File: config.mk
export PLATFORM = sky130hd
export DESIGN_NAME = dsl_serial_load
export DESIGN_NICKNAME = d
export VERILOG_FILES = /design/src/dsl_pkg.sv /design/src/dsl_sync.sv /design/src/dsl_serial_load.sv
export SDC_FILE = /design/constraint.sdc
export NUM_CORES = 1
export LEC_CHECK = 0
export BUFFER_PORTS_ARGS = -buffer_cell sky130_fd_sc_hd__buf_2
export CAP_MARGIN = 20
export CELL_PAD_IN_SITES_DETAIL_PLACEMENT = 1
export CELL_PAD_IN_SITES_GLOBAL_PLACEMENT = 2
export CORE_UTILIZATION = 30
export CTS_BUF_LIST = sky130_fd_sc_hd__clkbuf_8
export DETAILED_ROUTE_END_ITERATION = 10
export PLACE_DENSITY = 0.78
export SLEW_MARGIN = 20
export SYNTH_ARGS = -nofsm -noshare
export SYNTH_HDL_FRONTEND = slang
export SYNTH_SLANG_ARGS = --single-unit
File: constraint.sdc
create_clock -name ref_clk -period 2 [get_ports ref_clk]
set_clock_uncertainty 0.15 [all_clocks]
set_input_delay 0.3 -clock ref_clk [delete_from_list [all_inputs] [get_ports ref_clk]]
set_output_delay 0.3 -clock ref_clk [all_outputs]
set_load 0.01 [all_outputs]
File: src/dsl_pkg.sv
// Package holding constants and types of the serial DAC load interface
package dsl_pkg;
    localparam int unsigned WORD_W       = 16;
    localparam int unsigned CODE_W       = 8;
    localparam int unsigned MODE_W       = 2;
    localparam int unsigned CNT_W        = 5;
    localparam int unsigned MODE_HI_POS  = 13;
    localparam int unsigned MODE_LO_POS  = 12;
    localparam int unsigned CODE_MSB_POS = 11;
    localparam int unsigned CODE_LSB_POS = 4;
    localparam logic [CNT_W-1:0]  BITS_PER_FRAME = 5'h10;
    localparam logic [CODE_W-1:0] CODE_RESET     = 8'h00;
    localparam logic [MODE_W-1:0] MODE_RESET     = 2'h0;
    localparam logic [WORD_W-1:0] SHIFT_RESET    = 16'h0000;
    localparam logic [CODE_W-1:0] CODE_ZERO      = 8'h00;
    localparam logic [CODE_W-1:0] CODE_FULL      = 8'hFF;
    // Serial clock ceiling in kHz; the host must keep to it
    localparam int unsigned SCLK_MAX_KHZ = 30000;

    // Output mode encodings
    typedef enum logic [1:0] {
        DSL_MODE_NORMAL = 2'h0,
        DSL_MODE_PD_1K  = 2'h1,
        DSL_MODE_PD_100K = 2'h2,
        DSL_MODE_PD_TRI = 2'h3
    } dsl_mode_t;

    // Frame receiver states
    typedef enum logic [1:0] {
        DSL_ST_IDLE = 2'h0,
        DSL_ST_SHIFT = 2'h1,
        DSL_ST_DONE = 2'h2
    } dsl_state_t;
endpackage : dsl_pkg

File: src/dsl_sync.sv
// Two-flop synchroniser for the three serial pins
`timescale 1ns/1ns
`default_nettype none
module dsl_sync
(
    input  wire logic       ref_clk,
    input  wire logic       reset_n,
    input  wire logic [2:0] pins_in,
    output logic      [2:0] pins_out
);
    typedef struct packed {
        logic [2:0] meta;
        logic [2:0] stable;
    } dsl_sync_state_t;

    dsl_sync_state_t s_r;
    dsl_sync_state_t s_nxt;

    // First stage feeds only the second; idle level is frame-sync high
    always_comb
    begin
        s_nxt.meta   = pins_in;
        s_nxt.stable = s_r.meta;
        if (!reset_n)
        begin
            s_nxt.meta   = 3'h4;
            s_nxt.stable = 3'h4;
        end
    end

    // State register
    always_ff @(posedge ref_clk)
    begin
        s_r <= s_nxt;
    end

    assign pins_out = s_r.stable;
endmodule // dsl_sync
`default_nettype wire

File: src/dsl_serial_load.sv
// Serial write port and code register of an 8-bit voltage-output DAC
//
// Function
// A sixteen-bit shift register receives every write frame.
// Data is sampled on each falling serial-clock edge during a frame.
// Shifting is enabled only while the active-low frame sync is low.
// After the sixteenth falling edge the code and mode are updated.
// Frame sync rising before the sixteenth edge aborts with no update.
// The code is unsigned straight binary, 0 to 255, out = VDD*D/256.
// Code zero is zero scale and all-ones is full scale.
// The host keeps the serial clock at or below 30 MHz.
// Word is MSB first: two ignored, two mode, eight code, four ignored.
// Mode 00 normal, 01 1k to ground, 10 100k to ground, 11 three-state.
// Reset clears the code register until the first valid frame.
// Power-down leaves the stored code unchanged.
// Bit count restarts on frame-sync fall; extra edges are ignored.
`timescale 1ns/1ns
`default_nettype none
module dsl_serial_load
(
    input  wire logic                      ref_clk,
    input  wire logic                      reset_n,
    input  wire logic                      frame_sync_n,
    input  wire logic                      serial_clk,
    input  wire logic                      serial_din,
    output logic [dsl_pkg::CODE_W-1:0]     dac_code,
    output logic [dsl_pkg::MODE_W-1:0]     dac_mode,
    output logic                           power_down,
    output logic                           pd_1k_gnd,
    output logic                           pd_100k_gnd,
    output logic                           out_tristate,
    output logic                           load_pulse,
    output logic                           abort_pulse,
    output logic                           code_zero_scale,
    output logic                           code_full_scale
);
    typedef struct packed {
        dsl_pkg::dsl_state_t               st;
        logic [dsl_pkg::WORD_W-1:0]        shift;
        logic [dsl_pkg::CNT_W-1:0]         cnt;
        logic                              sclk_d;
        logic                              sync_d;
        logic [dsl_pkg::CODE_W-1:0]        code;
        logic [dsl_pkg::MODE_W-1:0]        mode;
        logic                              pd;
        logic                              pd1k;
        logic                              pd100k;
        logic                              tri_st;
        logic                              load;
        logic                              abort;
        logic                              zs;
        logic                              fs;
    } dsl_state_reg_t;

    dsl_state_reg_t s_r;
    dsl_state_reg_t s_nxt;
    logic [2:0]     pins_s;
    logic           sync_n_s;
    logic           sclk_s;
    logic           din_s;
    logic           sclk_fall;
    logic           sync_fall;
    logic           sync_rise;
    logic [dsl_pkg::WORD_W-1:0] word_in;

    // Pins come from another domain, so they pass two flops first
    dsl_sync u_sync
    (
        .ref_clk  (ref_clk),
        .reset_n  (reset_n),
        .pins_in  ({frame_sync_n, serial_clk, serial_din}),
        .pins_out (pins_s)
    );

    assign sync_n_s  = pins_s[2];
    assign sclk_s    = pins_s[1];
    assign din_s     = pins_s[0];
    // Edge detection on synchronised copies only
    assign sclk_fall = s_r.sclk_d & ~sclk_s;
    assign sync_fall = s_r.sync_d & ~sync_n_s;
    assign sync_rise = ~s_r.sync_d & sync_n_s;
    // MSB first: the newest bit enters at the bottom
    assign word_in   = {s_r.shift[dsl_pkg::WORD_W-2:0], din_s};

    // Decode of the mode field into output-stage controls
    function automatic logic [3:0] mode_decode(input logic [1:0] m);
        case (m)
            dsl_pkg::DSL_MODE_NORMAL:  mode_decode = 4'h0;
            dsl_pkg::DSL_MODE_PD_1K:   mode_decode = 4'hC;
            dsl_pkg::DSL_MODE_PD_100K: mode_decode = 4'hA;
            dsl_pkg::DSL_MODE_PD_TRI:  mode_decode = 4'h9;
            default:                   mode_decode = 4'h0;
        endcase
    endfunction

    // Frame receiver and code register next state
    always_comb
    begin
        logic [dsl_pkg::CODE_W-1:0] c;
        logic [dsl_pkg::MODE_W-1:0] m;
        logic [3:0]                 d;
        c = s_r.code;
        m = s_r.mode;
        d = 4'h0;
        s_nxt        = s_r;
        s_nxt.sclk_d = sclk_s;
        s_nxt.sync_d = sync_n_s;
        s_nxt.load   = 1'b0;
        s_nxt.abort  = 1'b0;
        case (s_r.st)
            dsl_pkg::DSL_ST_IDLE:
            begin
                // A new frame only starts on a falling frame sync
                if (sync_fall)
                begin
                    s_nxt.st    = dsl_pkg::DSL_ST_SHIFT;
                    s_nxt.cnt   = '0;
                    s_nxt.shift = dsl_pkg::SHIFT_RESET;
                end
            end
            dsl_pkg::DSL_ST_SHIFT:
            begin
                if (sync_n_s)
                begin
                    // Early rise: drop the partial word, keep code and mode
                    s_nxt.st    = dsl_pkg::DSL_ST_IDLE;
                    s_nxt.shift = dsl_pkg::SHIFT_RESET;
                    s_nxt.abort = 1'b1;
                end
                else if (sclk_fall)
                begin
                    s_nxt.shift = word_in;
                    s_nxt.cnt   = s_r.cnt + 5'h01;
                    if (s_r.cnt == dsl_pkg::BITS_PER_FRAME - 5'h01)
                    begin
                        c = word_in[dsl_pkg::CODE_MSB_POS:
                                    dsl_pkg::CODE_LSB_POS];
                        m = {word_in[dsl_pkg::MODE_HI_POS],
                             word_in[dsl_pkg::MODE_LO_POS]};
                        s_nxt.code = c;
                        s_nxt.mode = m;
                        s_nxt.load = 1'b1;
                        s_nxt.st   = dsl_pkg::DSL_ST_DONE;
                    end
                end
            end
            dsl_pkg::DSL_ST_DONE:
            begin
                // Further clocks are ignored until frame sync goes high
                if (sync_n_s)
                begin
                    s_nxt.st = dsl_pkg::DSL_ST_IDLE;
                end
            end
            default:
            begin
                s_nxt.st = dsl_pkg::DSL_ST_IDLE;
            end
        endcase
        // Power-down only changes the output stage, never the code
        d             = mode_decode(m);
        s_nxt.pd      = d[3];
        s_nxt.pd1k    = d[2];
        s_nxt.pd100k  = d[1];
        s_nxt.tri_st  = d[0];
        s_nxt.zs      = (c == dsl_pkg::CODE_ZERO);
        s_nxt.fs      = (c == dsl_pkg::CODE_FULL);
        if (!reset_n)
        begin
            s_nxt.st     = dsl_pkg::DSL_ST_IDLE;
            s_nxt.shift  = dsl_pkg::SHIFT_RESET;
            s_nxt.cnt    = '0;
            s_nxt.sclk_d = 1'b0;
            s_nxt.sync_d = 1'b1;
            s_nxt.code   = dsl_pkg::CODE_RESET;
            s_nxt.mode   = dsl_pkg::MODE_RESET;
            s_nxt.pd     = 1'b0;
            s_nxt.pd1k   = 1'b0;
            s_nxt.pd100k = 1'b0;
            s_nxt.tri_st = 1'b0;
            s_nxt.load   = 1'b0;
            s_nxt.abort  = 1'b0;
            s_nxt.zs     = 1'b1;
            s_nxt.fs     = 1'b0;
        end
    end

    // State register
    always_ff @(posedge ref_clk)
    begin
        s_r <= s_nxt;
    end

    // Outputs straight from the state flops
    assign dac_code        = s_r.code;
    assign dac_mode        = s_r.mode;
    assign power_down      = s_r.pd;
    assign pd_1k_gnd       = s_r.pd1k;
    assign pd_100k_gnd     = s_r.pd100k;
    assign out_tristate    = s_r.tri_st;
    assign load_pulse      = s_r.load;
    assign abort_pulse     = s_r.abort;
    assign code_zero_scale = s_r.zs;
    assign code_full_scale = s_r.fs;
endmodule // dsl_serial_load
`default_nettype wire

==> results of run 1 <==
## per-layer routing
layer | GRT usage [%] | share of wire (%) | up-vias
met5 | 0 | 0 | -
met4 | 5.79 | 2.2 | 0
met3 | 2.67 | 2.8 | 6
met2 | 20.9 | 48 | 16
met1 | 14.8 | 47 | 615
li1 | - | - | 649
## final timing paths
kind	end	slack, ns	cells past startpoint
setup reg to reg	code_full_scale	0.09	7
setup / recovery	code_full_scale	0.09	7
hold reg to reg	u_sync.pins_out[2]	0.27	1
hold / removal	u_sync.s_r[5]	0.05	2
## logic make-up after synthesis
| group | count (synthesis) |
|---|---|
| fa+ha+maj | 3 |
| compound gates | 21 |
| simple gates | 73 |
| xor+xnor | 2 |
| buf+inv | 22 |
| flops | 46 |
| mux | 14 |
## registers in the layout, summed over array words and instances (netlist names), 2 cells and up
| register | cells |
|---|---|
| u_sync.pins_out | 3 |
| s_r | 22 |
| dac_code | 8 |
| u_sync.s_r | 3 |
| dac_mode | 2 |
## Yosys cell counts, types with 2 or more instances
| cell type | number |
|---|---|
| dfxtp_1 | 46 |
| nor2b_1 | 26 |
| a22oi_1 | 13 |
| mux2i_1 | 13 |
| buf_4 | 11 |
| and2_1 | 5 |
| and3_1 | 5 |
| clkbuf_1 | 5 |
| nand2b_1 | 5 |
| nor2_1 | 5 |
| nand2_1 | 4 |
| and3b_1 | 3 |
| and4b_1 | 3 |
| ha_1 | 3 |
| nand3_1 | 3 |
| nor4_1 | 3 |
| a21boi_0 | 2 |
| and4_1 | 2 |
| buf_2 | 2 |
| buf_6 | 2 |
| inv_1 | 2 |
| or4_1 | 2 |
| xnor2_1 | 2 |
## critical path: stages, from the launching register on
cell and delay (ns):
dfxtp_2 0.33, ha_1 0.20, and3_4 0.19, ha_2 0.17, and4bb_2 0.23, nand2_1 0.08, mux2_4 0.30, and4b_1 0.17
## final cells by class
class | instances | area share (%)
Clock buffer | 8 | 5.05
Inverter | 2 | 0.344
Multi-Input combinational cell | 113 | 40.5
Sequential cell | 46 | 42.4
Tap cell | 75 | 4.31
Timing Repair Buffer | 29 | 7.46
## through the flow
| step | utilization, % | setup WS (ns) | power, mW | hold WS [ns] |
|---|---|---|---|---|
| 2_1_floorplan | - | 0.102 | 0.982 | 0.223 |
| 3_3_place_gp | 33.7 | 0.0762 | 0.999 | 0.245 |
| 3_5_place_dp | 33.7 | 0.0315 | 1.00 | 0.266 |
| 4_1_cts | 35.5 | 0.0160 | 1.65 | 0.0407 |
| 5_1_grt | 36.2 | 0.00963 | 1.70 | 0.0526 |
| 6_report | 36.2 | 0.0862 | 1.63 | 0.0508 |
## power by group through the flow
stage	clock, mW	combinational, mW	sequential, mW
final	0.655	0.0494	0.927
after global routing	0.717	0.0549	0.928
after CTS	0.676	0.0510	0.927
after detailed placement	0	0.0510	0.949
after global placement	0	0.0503	0.949
after floorplan	0	0.0354	0.947
## what timing repair did
action                     CTS  global route
gates resized for setup      0            11
hold buffers                 0             0
setup endpoints to repair    0             5
==> summary.txt, run 1 <==
Synthesis
  – Multiplexer share of the synthesized area: 7.42%
  – Netlist cell types: 37
  – Mapped Cells: around 180
  – Commonest register cell after synthesis: dfxtp_1
  – FF+latch count, synth: between 40 and 50
  – Top-area cell type share of the netlist area: between 40% and 50%
  – Adder-cell share of the synthesized area: 1.97%
  – Mapped Area: about 1900 µm²
  – YS warnings: 0
  – Compound-Gate Fraction of Synth Area: ~8.1%
  – Synth area leaders: dfxtp_1 48%, nor2b_1 8.5%, mux2i_1 6.8%
  – Area leader, netlist: dfxtp_1
  – EDFF count, synth: 0
  – Seq/Total Area, Yosys: roughly half
  – Post-Synth XOR/XNOR Area: 0.919%
  – Synth Area in Simple Gates: between 20 and 30%
  – Mapped Nets: 189
  – Syn Area/Cell: ~11 µm²
  – Post-synth ARST share: 0%
  – Main combinational cell family by area after synthesis: simple AND/OR/NAND/NOR gates

Layout
  – Combined area of the multi-input logic cells: about 880 µm²
  – FF+latch area: slightly above 900 µm²
  – N_diodes: 0
  – Commonest non-fill, non-tap cell in the layout: dfxtp_1
  – Non-Filler Instances: between 200 and 300
  – Share of layout cells above drive strength 1: approximately a quarter
  – Area grow syn2layout: 14.4%
  – Final net count: around 210
  – Cell area after layout: around 2200 µm²
  – Number of fill cells: between 700 and 800
  – Most frequent cells in the layout: 44 x dfxtp_1, 26 x nor2b_1, 22 x buf_2, 13 x a22oi_1, 11 x mux2i_1

Clock network
  – Worst-path clk slew: around 0.08 ns
  – CTS tree: done
  – Num CTS Buffers: 5
  – Skew-Pair Late Insertion Delay: roughly 0.30 ns
  – H-tree lvl count: 2
  – Postcts setup bufs: 0
  – Root buf cell: clkbuf_8
  – Max Root-Sink Buffers: 2
  – Sinks on Clock Net: 46

STA
  – Min cycle time layout: approximately 1.9 ns
  – Setup violators final: 0
  – Peak Freq: around 520 MHz
  – Pins Over Slew Limit: 0
  – Final Hold Fails: 0
  – Rel. slew slack: approximately three quarters
  – Final setup TNS: 0 ns
  – Actual slew at the worst max-slew pin: about 0.40 ns
  – RSZ-0062 raised after global routing: false
  – Final period utilization: a little over nine tenths

Run status
  – Status: completed

GRT
  – Vias in the first global route: around 1300
  – Initial antenna violation count: 0
  – First-pass GRT wire length: 6090 µm
  – Tot GR Track Use: between 10% and 20%
  – Largest net degree at the start of global routing: 28
  – Total congestion overflow: 0

Pwr
  – Switching part of the total power: between 20% and 30%
  – VDD IR max: ~0.32 mV
  – Gate power share: approximately 3%
  – Power per Cell Area: 748 nW/µm²
  – P_int: approximately 1.3 mW
  – Clock group share of total power: roughly two fifths
  – Static Leak: ~0.96 nW
  – Flop pwr share: ~57%
  – Switching power: approximately 0.34 mW

Detailed routing
  – Via count: 1286
  – WL/cell: ~13 µm
  – Post-route ant nets: 0
  – Initial DRC count: between 60 and 70
  – WL final: roughly 3700 µm
  – Via density: between 4 and 5
  – Drt drc: 0
  – Drt pass-1 iters: 3

Floorplanning
  – IO Count: 23
  – Std cell rows: 28
  – DIE AREA: ~6700 µm²
  – Die H: 81.7 µm
  – Overall die width: roughly 82 µm
  – Initial Utilization: between 30% and 40%
  – Core Region: around 6000 µm²

Job
  – Maximum Capacitance Violations: 0

Min path
  – Tightest Hold Check Type: in2reg
  – Worst Min Path Start: frame_sync_n

Critical path
  – Worst Setup Start Kind: flop
  – Arr. time, crit path: a little under 2 ns
  – RR Startpoint: s_r[20]
  – WP data required: just over 2 ns
  – CP startpoint: s_r[20]
  – CP endpoint kind: flop
  – Setup CP Type: reg2reg
  – Worst-path fanout max: 2

Placed design
  – HPWL after DPL: between 2000 and 3000 µm
  – I/O Buffers: 22
  – Placement Cell Area: slightly above 2000 µm²
  – Dpl cells: ~270
  – RePlAce Congestion: 0.753
No activity file was read; power rests on OpenSTA's default activity.
==> run 2, diff against run 1 <==
CORE_ASPECT_RATIO = 1.25   (was default)
SKIP_LAST_GASP = 1   (was default)
==> summary.txt, run 2 (same netlist as run 1, synthesis figures left out) <==
Critical path
  – Worst R2R Path Depth: 7 (unchanged)
  – Reg-to-reg slack, setup: 0.06 ns (-0.03 ns)
  – Crit path to: code_full_scale
  – FF-to-FF End: code_full_scale
  – Worst Setup Start Kind: flop
  – Setup CP Type: reg2reg
  – Worst-path fanout max: 2 (unchanged)
  – WP data required: 2.05 ns (about the same)
  – RR Startpoint: s_r[20]
  – Arr. time, crit path: 1.99 ns (+0.03 ns)
  – CP startpoint: s_r[20]
  – CP endpoint kind: flop

GRT
  – First-pass GRT wire length: 6430 µm (+5.5%)
  – Largest net degree at the start of global routing: 27 (-3.6%)
  – Vias in the first global route: 1369 (+5.6%)
  – Tot GR Track Use: 12.6% (+0.25 points)
  – Total congestion overflow: 0 (unchanged)
  – Initial antenna violation count: 0 (unchanged)

Clock network
  – Root buf cell: clkbuf_8
  – CTS Hold Bufs: 0 (unchanged)
  – Skew-Pair Late Insertion Delay: 0.30 ns (about the same)
  – H-tree lvl count: 2 (unchanged)
  – Max Root-Sink Buffers: 2 (unchanged)
  – CTS tree: done
  – Worst-path clk slew: 0.09 ns (about the same)
  – Sinks on Clock Net: 46 (unchanged)
  – Num CTS Buffers: 5 (unchanged)

Layout
  – Final net count: 204 (-0.49%)
  – Number of fill cells: 737 (+2.6%)
  – Commonest non-fill, non-tap cell in the layout: dfxtp_1
  – FF+latch area: 922 µm² (-0.14%)
  – N_diodes: 0 (unchanged)
  – Share of layout cells above drive strength 1: 22.3% (-1.9 points)
  – Most frequent cells in the layout: 45 x dfxtp_1, 26 x nor2b_1, 22 x buf_2, 13 x a22oi_1, 11 x mux2i_1
  – Fin util: 34.7% (-1.4 points)
  – Largest Register: s_r
  – Combined area of the multi-input logic cells: 856 µm² (-3.0%)
  – Max reg flops: 22 (unchanged)
  – Area grow syn2layout: 12.4%

Pwr
  – Switching part of the total power: 22.0% (+1.4 points)
  – Switching power: 0.345 mW (+2.7%)
  – Static Leak: 0.936 nW (-2.1%)
  – Clock group share of total power: 37.8% (-2.4 points)
  – P_int: 1.22 mW (-5.5%)
  – Flop pwr share: 59.1% (+2.3 points)
  – Gate power share: 3.1% (about the same)
  – Power per Cell Area: 732 nW/µm² (-2.2%)
  – VDD IR max: 0.226 mV (-29%)

Floorplanning
  – Core Region: 6170 µm² (+2.3%)
  – Initial Utilization: 30.9% (-0.72 points)
  – Std cell rows: 32 (+14%)
  – DIE AREA: 6680 µm² (about the same)
  – IO Count: 23 (unchanged)
  – Overall die width: 73.3 µm (-10%)
  – Die H: 91.1 µm (+12%)

Detailed routing
  – Highest metal used: met4
  – Post-route ant nets: 0 (unchanged)
  – WL final: 3780 µm (+3.3%)
  – WL/cell: 13.4 µm (about the same)
  – Metal1 wirelength: 1680 µm (-2.0%)
  – Via count: 1313 (+2.1%)
  – WL met2: 1960 µm (+12%)
  – Length of routed met3 wiring: 96 µm (-5.0%)
  – Drt drc: 0 (unchanged)
  – Via density: 4.66 (-1.2%)
  – Drt pass-1 iters: 4 (+1)
  – Initial DRC count: 32 (-49%)

STA
  – Peak Freq: 515 MHz (-1.4%)
  – Final Hold Fails: 0 (unchanged)
  – Final period utilization: 97.1% (+1.4 points)
  – Hold slack: 0.0377 ns (-0.0130 ns)
  – Actual slew at the worst max-slew pin: 0.392 ns (-0.00545 ns)
  – RSZ-0062 raised after global routing: true
  – Worst setup margin: 0.0583 ns (-0.0280 ns)
  – Min cycle time layout: 1.94 ns (+0.0280 ns)
  – Rel. slew slack: 73.8% (+0.36 points)
  – Setup violators final: 0 (unchanged)
  – Pins Over Slew Limit: 0 (unchanged)

Placed design
  – I/O Buffers: 22 (unchanged)
  – RePlAce Congestion: 0.710 (-5.8%)
  – HPWL after DPL: 2620 µm (+0.99%)
  – Pre-CTS WS: 0.0406 ns (+0.00909 ns)

Run status
  – Status: completed

Job
  – Maximum Capacitance Violations: 0 (unchanged)

Min path
  – Tightest Hold Check Type: in2reg
  – WHS Path Cells: 2 (unchanged)
run 2: cell types whose count changed in the layout (fill, tap and decap cells not counted), sizes merged:
| cell | change |
|---|---|
| clkbuf | -2 |
| buf | -1 |
| clkinv | +1 |
| clkinvlp | +1 |
run 2: worst min path at each step:
stage	startpoint	endpoint	slack [ns]
after floorplan	reset_n	u_sync.s_r[5]	0.22
after global placement	u_sync.s_r[5]	u_sync.pins_out[2]	0.24
after detailed placement	u_sync.s_r[5]	u_sync.pins_out[2]	0.25
after CTS	frame_sync_n	u_sync.s_r[5]	0.03
after global routing	frame_sync_n	u_sync.s_r[5]	0.05
final	frame_sync_n	u_sync.s_r[5]	0.04
run 2: per-stage QoR:
stage	cells	instance area, µm²	setup TNS, ns	power (mW)
2_1_floorplan	181	1910	0	0.982
3_3_place_gp	274	2030	0	0.998
3_5_place_dp	274	2030	0	0.998
4_1_cts	282	2130	0	1.59
5_1_grt	282	2140	-0.0107	1.64
6_report	282	2140	0	1.57
run 2: power groups by stage:
stage          Clock, mW  Sequential (mW)  Combinational, mW
6_report           0.592            0.927             0.0490
5_1_grt            0.657            0.929             0.0538
4_1_cts            0.615            0.927             0.0500
3_5_place_dp           0            0.949             0.0493
3_3_place_gp           0            0.949             0.0493
2_1_floorplan          0            0.947             0.0354
run 2: per-layer routing:
| metal | vias to the layer above | track usage (%) |
|---|---|---|
| met1 | 640 | 14.8 |
| met3 | 3 | 3.00 |
| li1 | 648 | - |
| met5 | - | 0 |
| met4 | 0 | 5.39 |
| met2 | 22 | 21.3 |
run 2: what timing repair did:
item	CTS	global route
resized for setup	0	4
setup endpoints to repair	0	4
buffers inserted	0	0
run 2: worst max-delay path, cell delays in order (launching register included):
cell and delay, ns:
dfxtp_2 0.33, ha_1 0.20, and3_4 0.18, ha_1 0.18, and4bb_2 0.23, nand2_1 0.07, mux2_2 0.33, and4b_1 0.17
run 2: cell type report:
class | instances | area share (%)
sequential | 46 | 43.0
multi-input combinational | 113 | 40.0
timing repair buffer | 28 | 7.24
tap | 85 | 4.96
clock buffer | 6 | 3.86
clock inverter | 2 | 0.584
inverter | 2 | 0.350
